<file path="config.mk">
export PLATFORM = sky130hd
export DESIGN_NAME = rscl_strap_latch
export DESIGN_NICKNAME = d
export VERILOG_FILES = /design/src/hw/rscl_pkg.sv /design/src/hw/rscl_pin_sync.sv /design/src/hw/rscl_avmm_slave.sv /design/src/hw/rscl_strap_latch.sv
export VERILOG_INCLUDE_DIRS = /design/src /design/src/hw
export SDC_FILE = /design/constraint.sdc
export NUM_CORES = 1
export LEC_CHECK = 0
export ABC_AREA = 0
export ABC_CLOCK_PERIOD_IN_PS = 1500
export BUFFER_PORTS_ARGS = -buffer_cell sky130_fd_sc_hd__buf_4
export CAP_MARGIN = 10
export CORE_MARGIN = 4
export CORE_UTILIZATION = 41
export CTS_CLUSTER_DIAMETER = 200
export DETAILED_ROUTE_END_ITERATION = 7
export HOLD_SLACK_MARGIN = 0.15
export PLACE_DENSITY = 0.75
export SYNTH_ARGS = -nofsm -noshare
export SYNTH_HDL_FRONTEND = slang
export SYNTH_SLANG_ARGS = --single-unit
</file>
<file path="constraint.sdc">
create_clock -name clk -period 1.5 [get_ports clk]
set_clock_uncertainty 0.2 [all_clocks]
set_input_delay 0.3 -clock clk [delete_from_list [all_inputs] [get_ports clk]]
set_output_delay 0.3 -clock clk [all_outputs]
set_load 0.05 [all_outputs]
</file>
<file path="src/hw/rscl_defines.svh">
// Offsets, field positions, reset values and counts of the strap latch
`ifndef RSCL_DEFINES_SVH
`define RSCL_DEFINES_SVH

// Strap vector layout after the synchroniser
`define RSCL_PIN_COUNT 4
`define RSCL_PIN_PWR 0
`define RSCL_PIN_GANG 1
`define RSCL_PIN_LED 2
`define RSCL_PIN_MODE 3
// Pins idle high through their board pull-ups
`define RSCL_PIN_RESET 4'hF

// Cycles after reset release before the straps are taken
`define RSCL_SETTLE_CYCLES 3'h5

// Register byte offsets
`define RSCL_REG_STATUS 4'h0
`define RSCL_REG_TARGET 4'h4
`define RSCL_REG_PORTPWR 4'h8
`define RSCL_REG_LIVE 4'hC

// Status register fields
`define RSCL_ST_FULLPWR 0
`define RSCL_ST_GANGED 1
`define RSCL_ST_LEDEN 2
`define RSCL_ST_MGMT 3
`define RSCL_ST_VALID 4
`define RSCL_ST_MOVED 5
`define RSCL_ST_RAW_LO 8

// Port power control field
`define RSCL_PP_REQ 0

// Target address layout
`define RSCL_ADDR_W 7
`define RSCL_ADDR_BASE 7'h50

// Reset values
`define RSCL_ADDR_RESET 7'h00
`define RSCL_DATA_RESET 32'h00000000

`endif

</file>
<file path="src/hw/rscl_pkg.sv">
// Types shared by the strap latch design
package rscl_pkg;

	// Capture sequence after reset release
	typedef enum logic {
		RSCL_SETTLE,
		RSCL_HOLD
	} rscl_state_t;

endpackage

</file>
<file path="src/hw/rscl_pin_sync.sv">
// Three-flop pin synchroniser with agreement filter, one lane per strap
`timescale 1ns/10ps
`include "rscl_defines.svh"

module rscl_pin_sync
	import rscl_pkg::*;
(
	input wire logic clk,
	input wire logic rst_n,
	input wire logic [`RSCL_PIN_COUNT-1:0] pinIn,
	output logic [`RSCL_PIN_COUNT-1:0] pinStable
);

	localparam logic [`RSCL_PIN_COUNT-1:0] PIN_RST = `RSCL_PIN_RESET;

	genvar i;
	generate
		for (i = 0; i < `RSCL_PIN_COUNT; i++) begin : gLane
			logic s1;
			logic s2;
			logic s3;
			logic stable;
			logic next_stable;

			// Only a level seen by both later flops is believed
			always_comb begin
				next_stable = stable;
				if (s2 == s3) begin
					next_stable = s3;
				end
			end

			// First flop feeds only the second one
			always_ff @(posedge clk) begin
				if (!rst_n) begin
					s1 <= PIN_RST[i];
					s2 <= PIN_RST[i];
					s3 <= PIN_RST[i];
					stable <= PIN_RST[i];
				end else begin
					s1 <= pinIn[i];
					s2 <= s1;
					s3 <= s2;
					stable <= next_stable;
				end
			end

			assign pinStable[i] = stable;
		end
	endgenerate

endmodule // rscl_pin_sync

</file>
<file path="src/hw/rscl_avmm_slave.sv">
// Avalon-MM handshake: one wait cycle, registered read data
`timescale 1ns/10ps
`include "rscl_defines.svh"

module rscl_avmm_slave
	import rscl_pkg::*;
(
	input wire logic clk,
	input wire logic rst_n,
	input wire logic read,
	input wire logic write,
	input wire logic [31:0] readMux,
	output logic waitrequest,
	output logic [31:0] readdata,
	output logic writeAccept
);

	logic next_waitrequest;
	logic [31:0] next_readdata;

	// Drop waitrequest one cycle after a request appears, then raise it
	always_comb begin
		next_waitrequest = 1'b1;
		next_readdata = readdata;
		if (waitrequest && (read || write)) begin
			next_waitrequest = 1'b0;
			if (read) begin
				next_readdata = readMux;
			end
		end
	end

	// Write lands at the edge where the master sees waitrequest low
	assign writeAccept = write && !waitrequest;

	always_ff @(posedge clk) begin
		if (!rst_n) begin
			waitrequest <= 1'b1;
			readdata <= `RSCL_DATA_RESET;
		end else begin
			waitrequest <= next_waitrequest;
			readdata <= next_readdata;
		end
	end

endmodule // rscl_avmm_slave

</file>
<file path="src/hw/rscl_strap_latch.sv">
// Reset strap capture for hub power, indicator and target address options
//
// Overview of operation
// - At reset release the power strap is taken: low enables full port power management, high reports it unsupported.
// - Full power management means the port-zero power enable output switches port power; unsupported leaves it fixed on.
// - In management target mode the power strap level becomes target address bit 1.
// - At reset release the gang strap is taken: low selects per-port power and overcurrent, high selects ganged.
// - In management target mode the gang strap level becomes target address bit 2.
// - At reset release the indicator strap is taken: low enables the port indicator LEDs, high leaves them off.
// - In management target mode the indicator strap level becomes target address bit 3.
//
// Decided for this implementation: the Avalon-MM register port and the address map.
`timescale 1ns/10ps
`include "rscl_defines.svh"

module rscl_strap_latch
	import rscl_pkg::*;
(
	input wire logic clk,
	input wire logic rst_n,
	input wire logic powerMgmtAddr1Strap,
	input wire logic sharedSwitchAddr2Strap,
	input wire logic indicatorLedAddr3Strap,
	input wire logic managementTargetModeSelect_n,
	input wire logic [3:0] avs_address,
	input wire logic avs_read,
	input wire logic avs_write,
	input wire logic [31:0] avs_writedata,
	input wire logic [3:0] avs_byteenable,
	output logic [31:0] avs_readdata,
	output logic avs_waitrequest,
	output logic fullPowerMgmtEn,
	output logic gangedPowerEn,
	output logic indicatorLedEn,
	output logic managementTargetModeEn,
	output logic [6:0] managementTargetAddr,
	output logic configValid,
	output logic port0PowerEnableOut_n
);

	localparam logic [2:0] SETTLE = `RSCL_SETTLE_CYCLES;
	localparam logic [`RSCL_PIN_COUNT-1:0] PIN_RST = `RSCL_PIN_RESET;

	logic [`RSCL_PIN_COUNT-1:0] pinRaw;
	logic [`RSCL_PIN_COUNT-1:0] pinStable;
	logic [31:0] readMux;
	logic writeAccept;

	rscl_state_t state;
	rscl_state_t next_state;
	logic [2:0] settleCount;
	logic [2:0] next_settleCount;
	logic [`RSCL_PIN_COUNT-1:0] strapLatch;
	logic [`RSCL_PIN_COUNT-1:0] next_strapLatch;
	logic next_fullPowerMgmtEn;
	logic next_gangedPowerEn;
	logic next_indicatorLedEn;
	logic next_managementTargetModeEn;
	logic [6:0] next_managementTargetAddr;
	logic next_configValid;
	logic pinMoved;
	logic next_pinMoved;
	logic powerRequest;
	logic next_powerRequest;
	logic next_port0PowerEnableOut_n;

	// Gather the shared pins in lane order
	always_comb begin
		pinRaw[`RSCL_PIN_PWR] = powerMgmtAddr1Strap;
		pinRaw[`RSCL_PIN_GANG] = sharedSwitchAddr2Strap;
		pinRaw[`RSCL_PIN_LED] = indicatorLedAddr3Strap;
		pinRaw[`RSCL_PIN_MODE] = managementTargetModeSelect_n;
	end

	rscl_pin_sync uSync (
		.clk(clk),
		.rst_n(rst_n),
		.pinIn(pinRaw),
		.pinStable(pinStable)
	);

	// Settle, then take the straps exactly once per reset
	always_comb begin
		next_state = state;
		next_settleCount = settleCount;
		next_strapLatch = strapLatch;
		next_fullPowerMgmtEn = fullPowerMgmtEn;
		next_gangedPowerEn = gangedPowerEn;
		next_indicatorLedEn = indicatorLedEn;
		next_managementTargetModeEn = managementTargetModeEn;
		next_managementTargetAddr = managementTargetAddr;
		next_configValid = configValid;
		case (state)
			RSCL_SETTLE: begin
				// Wait for the synchroniser to fill with real pin levels
				if (settleCount == SETTLE - 3'h1) begin
					next_state = RSCL_HOLD;
					next_strapLatch = pinStable;
					next_fullPowerMgmtEn = !pinStable[`RSCL_PIN_PWR];
					next_gangedPowerEn = pinStable[`RSCL_PIN_GANG];
					next_indicatorLedEn = !pinStable[`RSCL_PIN_LED];
					next_managementTargetModeEn = !pinStable[`RSCL_PIN_MODE];
					next_managementTargetAddr = `RSCL_ADDR_BASE;
					if (!pinStable[`RSCL_PIN_MODE]) begin
						next_managementTargetAddr[1] =
							pinStable[`RSCL_PIN_PWR];
						next_managementTargetAddr[2] =
							pinStable[`RSCL_PIN_GANG];
						next_managementTargetAddr[3] =
							pinStable[`RSCL_PIN_LED];
					end
					next_configValid = 1'b1;
				end else begin
					next_settleCount = settleCount + 3'h1;
				end
			end
			RSCL_HOLD: begin
				// Nothing changes here until the next reset
				next_state = RSCL_HOLD;
			end
			default: begin
				next_state = RSCL_SETTLE;
			end
		endcase
	end

	always_ff @(posedge clk) begin
		if (!rst_n) begin
			state <= RSCL_SETTLE;
			settleCount <= 3'h0;
			strapLatch <= PIN_RST;
			fullPowerMgmtEn <= 1'b0;
			gangedPowerEn <= 1'b0;
			indicatorLedEn <= 1'b0;
			managementTargetModeEn <= 1'b0;
			managementTargetAddr <= `RSCL_ADDR_RESET;
			configValid <= 1'b0;
		end else begin
			state <= next_state;
			settleCount <= next_settleCount;
			strapLatch <= next_strapLatch;
			fullPowerMgmtEn <= next_fullPowerMgmtEn;
			gangedPowerEn <= next_gangedPowerEn;
			indicatorLedEn <= next_indicatorLedEn;
			managementTargetModeEn <= next_managementTargetModeEn;
			managementTargetAddr <= next_managementTargetAddr;
			configValid <= next_configValid;
		end
	end

	// Sticky flag: pins moved after capture, write one to clear
	always_comb begin
		next_pinMoved = pinMoved;
		if (writeAccept && avs_address == `RSCL_REG_STATUS &&
			avs_byteenable[0] && avs_writedata[`RSCL_ST_MOVED]) begin
			next_pinMoved = 1'b0;
		end
		// Set beats a clear in the same cycle
		if (state == RSCL_HOLD && pinStable != strapLatch) begin
			next_pinMoved = 1'b1;
		end
	end

	// Software port power request
	always_comb begin
		next_powerRequest = powerRequest;
		if (writeAccept && avs_address == `RSCL_REG_PORTPWR &&
			avs_byteenable[0]) begin
			next_powerRequest = avs_writedata[`RSCL_PP_REQ];
		end
	end

	// Port power pin switches only with full power management
	always_comb begin
		next_port0PowerEnableOut_n = 1'b1;
		if (configValid) begin
			if (fullPowerMgmtEn) begin
				next_port0PowerEnableOut_n = !powerRequest;
			end else begin
				// No switching offered: ports stay powered
				next_port0PowerEnableOut_n = 1'b0;
			end
		end
	end

	always_ff @(posedge clk) begin
		if (!rst_n) begin
			pinMoved <= 1'b0;
			powerRequest <= 1'b0;
			port0PowerEnableOut_n <= 1'b1;
		end else begin
			pinMoved <= next_pinMoved;
			powerRequest <= next_powerRequest;
			port0PowerEnableOut_n <= next_port0PowerEnableOut_n;
		end
	end

	// Read decode; unmapped offsets return zero
	always_comb begin
		readMux = `RSCL_DATA_RESET;
		if (avs_address == `RSCL_REG_STATUS) begin
			readMux[`RSCL_ST_FULLPWR] = fullPowerMgmtEn;
			readMux[`RSCL_ST_GANGED] = gangedPowerEn;
			readMux[`RSCL_ST_LEDEN] = indicatorLedEn;
			readMux[`RSCL_ST_MGMT] = managementTargetModeEn;
			readMux[`RSCL_ST_VALID] = configValid;
			readMux[`RSCL_ST_MOVED] = pinMoved;
			readMux[`RSCL_ST_RAW_LO+:`RSCL_PIN_COUNT] = strapLatch;
		end else if (avs_address == `RSCL_REG_TARGET) begin
			readMux[`RSCL_ADDR_W-1:0] = managementTargetAddr;
		end else if (avs_address == `RSCL_REG_PORTPWR) begin
			readMux[`RSCL_PP_REQ] = powerRequest;
		end else if (avs_address == `RSCL_REG_LIVE) begin
			// Live levels let software see pins reused after reset
			readMux[`RSCL_PIN_COUNT-1:0] = pinStable;
		end
	end

	rscl_avmm_slave uBus (
		.clk(clk),
		.rst_n(rst_n),
		.read(avs_read),
		.write(avs_write),
		.readMux(readMux),
		.waitrequest(avs_waitrequest),
		.readdata(avs_readdata),
		.writeAccept(writeAccept)
	);

endmodule // rscl_strap_latch

</file>
* After elaboration in Yosys (flattened, before gate mapping) *
Index checks and enable logic that the tools add are counted.

word-level totals
  flip-flop bits (word level) = 48
  input bits = 48
  output and inout port bits = 46
  word-level logic and storage cells = 77

operators by class
  $add $sub $neg = 1
  equal/unequal tests = 9
  multiplexer cells = 15
  bitwise logic cells = 2
  reduce and logical (&&, ||, !) cells = 20

operators with widths
  cell                                           number
  two-way mux 4 bit                              3
  two-way mux 3 bit                              3
  == test 4 bit, second input constant           2
  logical AND 1 bit                              8
  AND reduction 2 bit                            4
  two-way mux 1 bit                              7
  two-way mux 6 bit                              1
  zero test 1 bit                                5
  == test 1 bit                                  4
  == test 4 x 3 -> 1 bit, second input constant  1
  zero test 4 bit                                1
  != test 4 bit                                  1
  adder 3 x 1 -> 3 bit, second input constant    1
  == test 3 bit, second input constant           1
  NOT 1 bit                                      2
  case mux 1 bit (2 select lines)                1
  nonzero test 2 bit                             1
  logical OR 1 bit                               1

* Logic depth before layout (Yosys ltp) *
  word-level depth = 7
  gate-level depth with buffers = 6
  gate-level depth less buffers = 5

* Modules after synthesis *
From an unflattened synthesis, not the netlist that was laid out.

second synthesis, totals
  cells, all modules = 304
  area total of the unflattened synthesis = 2835.2 um^2

by module, submodules not included
  module            times used  cells each  area an instance (um^2)  sequential area each (um^2)
  rscl_avmm_slave   1           150         1392.6                   660.6
  rscl_strap_latch  1           109         947.2                    380.4
  rscl_pin_sync     1           45          495.5                    320.3

* Worst setup path after synthesis *
OpenSTA, ideal clock, no wires.

  path type = register to register
  from = reg uBus.waitrequest
  to = reg uBus.readdata[1]
  setup time = 0.087 ns
  arrival = 1.307 ns
  data required time = 1.213 ns
  slack = -0.094 ns
  cell stages (with the launch flop) = 5
  buffers on the path = 1
  period minus slack after synthesis = 1.594 ns
  path through = dfxtp_1 -> and2_1 -> buf_4 -> nand3_1 -> o31ai_1

between the ends
  word-level cells in the longest chain between the ends = 2

RTL lines
  item                                  RTL line               text
  start, declared                       rscl_avmm_slave.sv:13  output logic waitrequest,
  start signal, assigned                rscl_avmm_slave.sv:41  waitrequest <= next_waitrequest;
  logical AND 1 bit                     rscl_avmm_slave.sv:25  if (waitrequest && (read || write)) begin
  AND reduction 2 bit (no source line)  -
  end signal, assigned                  rscl_avmm_slave.sv:39  readdata <= `RSCL_DATA_RESET;
  end signal, assigned                  rscl_avmm_slave.sv:42  readdata <= next_readdata;
  end, declared                         rscl_avmm_slave.sv:14  output logic [31:0] readdata,

Every way passes these cells.
A chain may end at the register's enable or synchronous reset.

* Worst setup path in the final report *
  from = reg settleCount[1]
  to = reg managementTargetAddr[3]

between the ends
  word-level cells in the longest chain between the ends = 2

RTL lines
  item                                  RTL line                 text
  start, declared                       rscl_strap_latch.sv:51   logic [2:0] settleCount;
  start signal, assigned                rscl_strap_latch.sv:140  settleCount <= next_settleCount;
  == test 3 bit                         rscl_strap_latch.sv:96   if (settleCount == SETTLE - 3'h1) begin
  AND reduction 2 bit (no source line)  -
  end signal, assigned                  rscl_strap_latch.sv:136  managementTargetAddr <= `RSCL_ADDR_RESET;
  end signal, assigned                  rscl_strap_latch.sv:146  managementTargetAddr <= next_managementTargetAddr;
  end, declared                         rscl_strap_latch.sv:36   output logic [6:0] managementTargetAddr,

Every way passes these cells.

==> results.py <==
metrics = {
    "status": {
        "outcome": "finished with violations",
        "failing_checks": "negative setup slack",
    },
    "clock_tree": {
        "cts_hold_buf": 11,
        "clkLatencyLatePin_ns": 0.30,
        "number_of_sinks_handled_by_clock_tree_synthesis": 47,
        "cts_root_buffer": "clkbuf_8",
        "clock_tree.buffer_depth": 2,
        "cts_inserted_buffers": 5,
        "htree_levels": 2,
        "cts.repair_timing.setup_buffer_count": 0,
        "cts.clk_slew.worst_paths_ns": 0.09,
        "tritoncts": "done",
    },
    "timing": {
        "final-hold-violation-count": 0,
        "final_min_period_over_clock_period_pct": 100.0,
        "postLayoutSetupSlackWorst_ns": -0.00001077,
        "setup_total_negative_slack_ns": -0.00001077,
        "fmax_ghz": 0.6667,
        "slew-limit-headroom_pct": 66.64,
        "rsz0062_at_grt": "true",
        "final-max-slew-violation-count": 0,
        "timing.final.setup_violations": 1,
        "finalWorstPathRequiredPeriod_ns": 1.500,
        "worst-slew-pin-transition_ns": 0.4934,
    },
    "grt": {
        "grt_start_max_net_pins": 29,
        "grt_pass1_vias": 1502,
        "initial_antenna_violation_count": 0,
        "overflow": 0,
        "grt_first_pass_wirelength_microns": 6879,
        "grt_util_all_layers_pct": 14.08,
    },
    "detailed_routing": {
        "firstDrtPassIters": 4,
        "route.detailed.wl_per_inst_microns": 12.47,
        "wl_microns": 4090,
        "drc": 0,
        "initialDrtViolationCount": 72,
        "routed_via_density": 4.820,
        "routed-via-count": 1581,
        "route.antenna.remaining_nets": 0,
    },
    "job": {
        "drv_cap": 0,
    },
    "final_layout": {
        "post_layout_nets": 325,
        "fillerInstances": 383,
        "postLayoutCellArea_sq_um": 2534,
        "areaGrowthSynthToFinish_pct": 28.90,
        "instances_no_fill": 328,
        "antenna-diode-count": 0,
        "share_of_the_core_filled_with_cells_in_the_final_layout_pct": 56.25,
        "drive_gt1_share_pct": 26.45,
    },
    "logic_synthesis": {
        "synth.largest_area_cell": "dfxtp_1",
        "ys_ff_latch": 47,
        "yosys_warnings": 0,
        "synth_area_per_cell_sq_um": 9.017,
        "synth_enable_flop_cells": 0,
        "sequential_to_total_area_share_from_yosys_stat_pct": 47.87,
        "largest_cells_by_area_after_synthesis": "dfxtp_1, buf_4, a21oi_1, nand2_1, nand2b_1",
        "post_synth_top_area_share_pct": 47.87,
        "syn-instance-count": 218,
        "async_reset_ff_share_pct": 0,
        "post_synth_instance_area_sq_um": 1966,
        "synth_cell_type_count": 37,
        "synth_top_flop_cell": "dfxtp_1",
    },
    "floorplanning": {
        "total_die_area_sq_um": 5966,
        "die_width_microns": 77.24,
        "chipHeight_microns": 77.24,
        "start_util_pct": 43.64,
        "number_of_top_level_pins": 94,
        "core_sq_um": 4504,
        "num_rows": 24,
    },
    "worst_setup_path": {
        "setup.worst_path.start_class": "register",
        "timing.critical_path.cells": "inv_2 -> ha_4 -> nand3b_1 -> buf_6 -> or3_4 -> a21oi_2",
        "timing.critical_path.required_ns": 1.54,
        "cp_data_arrival_time_ns": 1.54,
        "worst_path_max_delay_cell": "or3_4",
        "critPathMaxStageDelay_ns": 0.35,
        "worst-path-max-fanout": 5,
        "cp-end-kind": "register",
        "category_of_the_most_critical_setup_path": "register to register",
    },
    "pwr": {
        "proportion_of_power_drawn_by_combinational_gates_pct": 24.2,
        "switching_power_total_uw": 919.6,
        "sequentialPowerShare_pct": 45.3,
        "total_leakage_power_nw": 1.089,
        "switching_share_pct": 29.85,
        "power_density_nw_per_um2": 1216,
        "share_clk_of_total_power_pct": 30.5,
        "cellInternalPower_mw": 2.161,
        "vdd.ir_drop.worst_mv": 0.5436,
    },
    "placement": {
        "count_of_input_and_output_buffers": 37,
        "placed_cells": 308,
        "placement.cell_area_sq_um": 2266,
        "preCtsSetupSlack_ns": 0.006408,
        "dpl.hpwl_microns": 2919,
        "place_congestion": 0.8065,
    },
    "hold_path": {
        "worst_hold_path_type": "input port to register",
    },
}
final timing paths:
| kind | to | depth (start not counted) | from | slack (ns) |
|---|---|---|---|---|
| max | managementTargetAddr[3] | 6 | settleCount[1] | -0.00001 |
| max reg2reg | managementTargetAddr[3] | 6 | settleCount[1] | -0.00001 |
| min reg2reg | uSync.gLane[1].s2 | 1 | uSync.gLane[1].s1 | 0.21 |
| min | uBus.readdata[4] | 4 | avs_address[1] | 0.14 |
timing repair:
action                                  4_1_cts  5_1_grt
gates resized for setup                       2        9
pin swaps                                     0        4
endpoints found under the setup margin        3        8
cloned                                        0        1
hold endpoints to repair                     10        1
flip-flops by register name (all words and copies together) (netlist names):
register	cells
uSync.gLane.stable	4
pinMoved	1
port0PowerEnableOut_n	1
settleCount	3
uBus.waitrequest	1
powerRequest	1
strapLatch	4
uBus.readdata	11
fullPowerMgmtEn	1
uSync.gLane.s1	4
indicatorLedEn	1
managementTargetAddr	3
state	1
gangedPowerEn	1
uSync.gLane.s2	4
managementTargetModeEn	1
configValid	1
uSync.gLane.s3	4
per-stage QoR:
step           hold slack (ns)  power, mW
2_1_floorplan           0.1863      1.932
3_3_place_gp            0.1878      2.080
4_1_cts                 0.1300      3.070
3_5_place_dp            0.1944      2.099
6_report                0.1408      3.081
5_1_grt                 0.1463      3.229
cell usage in the layout, fill, tap and decap left out, types with 3 or more instances in the layout:
cell type / instances
buf_4: 48
dfxtp_1: 43
conb_1: 23
nand2_1: 22
nor2_1: 17
a21oi_1: 16
nand2b_1: 12
nand3_1: 11
dlygate4sd3_1: 11
o21ai_0: 7
clkbuf_8: 6
xnor2_1: 5
inv_1: 4
dfxtp_2: 4
a21oi_2: 3
o2bb2ai_1: 3
o31ai_1: 3
worst max-delay path: cells and delay by family (launching register included):
kind | cells | cell delay [ns]
AOI/OAI and AO/OA | 1 | 0.11
adders and majority gates | 1 | 0.13
buffers and inverters | 2 | 0.21
DFF | 1 | 0.33
and+or+nand+nor | 2 | 0.46
synth_stat cells, types with 3 or more instances:
cell type and count:
o2bb2ai_1 3, clkbuf_1 3, xnor2_1 5, inv_1 6, nand2_1 22, dfxtp_1 47, nand3_1 11, nor2_1 17
o21ai_0 7, nand2b_1 12, buf_2 4, a21oi_1 19, buf_4 26, o31ai_1 3
metal layers:
| metal | wire length, microns | global-route usage (%) | part of all wire (%) |
|---|---|---|---|
| met5 | 0 | 0 | 0 |
| met4 | 39 | 4.982 | 0.95 |
| met3 | 295 | 4.684 | 7.2 |
| met2 | 2002 | 24.61 | 49 |
| met1 | 1752 | 15.86 | 43 |
kinds of logic after synthesis:
logic type / count (synthesis) / share of synthesized area, %
AO/OA/AOI/OAI: 40 / 12.09
XOR/XNOR: 5 / 2.228
adder cells (fa/ha/maj): 2 / 1.273
buffers and inverters: 41 / 13.43
flip-flops: 47 / 47.87
multiplexers: 3 / 1.591
other: 1 / 0.1908
AND/OR/NAND/NOR: 79 / 21.32
cell type report:
type | count | area (sq um) | area share (%)
Tap cell | 52 | 65.06 | 2.568
Inverter | 7 | 26.28 | 1.037
Clock buffer | 6 | 82.58 | 3.259
Multi-Input combinational cell | 152 | 872.1 | 34.42
Timing Repair Buffer | 62 | 506.7 | 20.00
Sequential cell | 47 | 945.9 | 37.33
Clock inverter | 2 | 35.03 | 1.383
power by group through the flow:
stage / clock network (mW) / logic (mW) / registers [mW]
floorplan: 0 / 0.441 / 1.49
global placement: 0 / 0.668 / 1.41
detailed placement: 0 / 0.682 / 1.42
CTS: 0.969 / 0.713 / 1.39
global route: 1.02 / 0.799 / 1.41
finish: 0.940 / 0.744 / 1.40
Power figures use the tool's default switching activity.
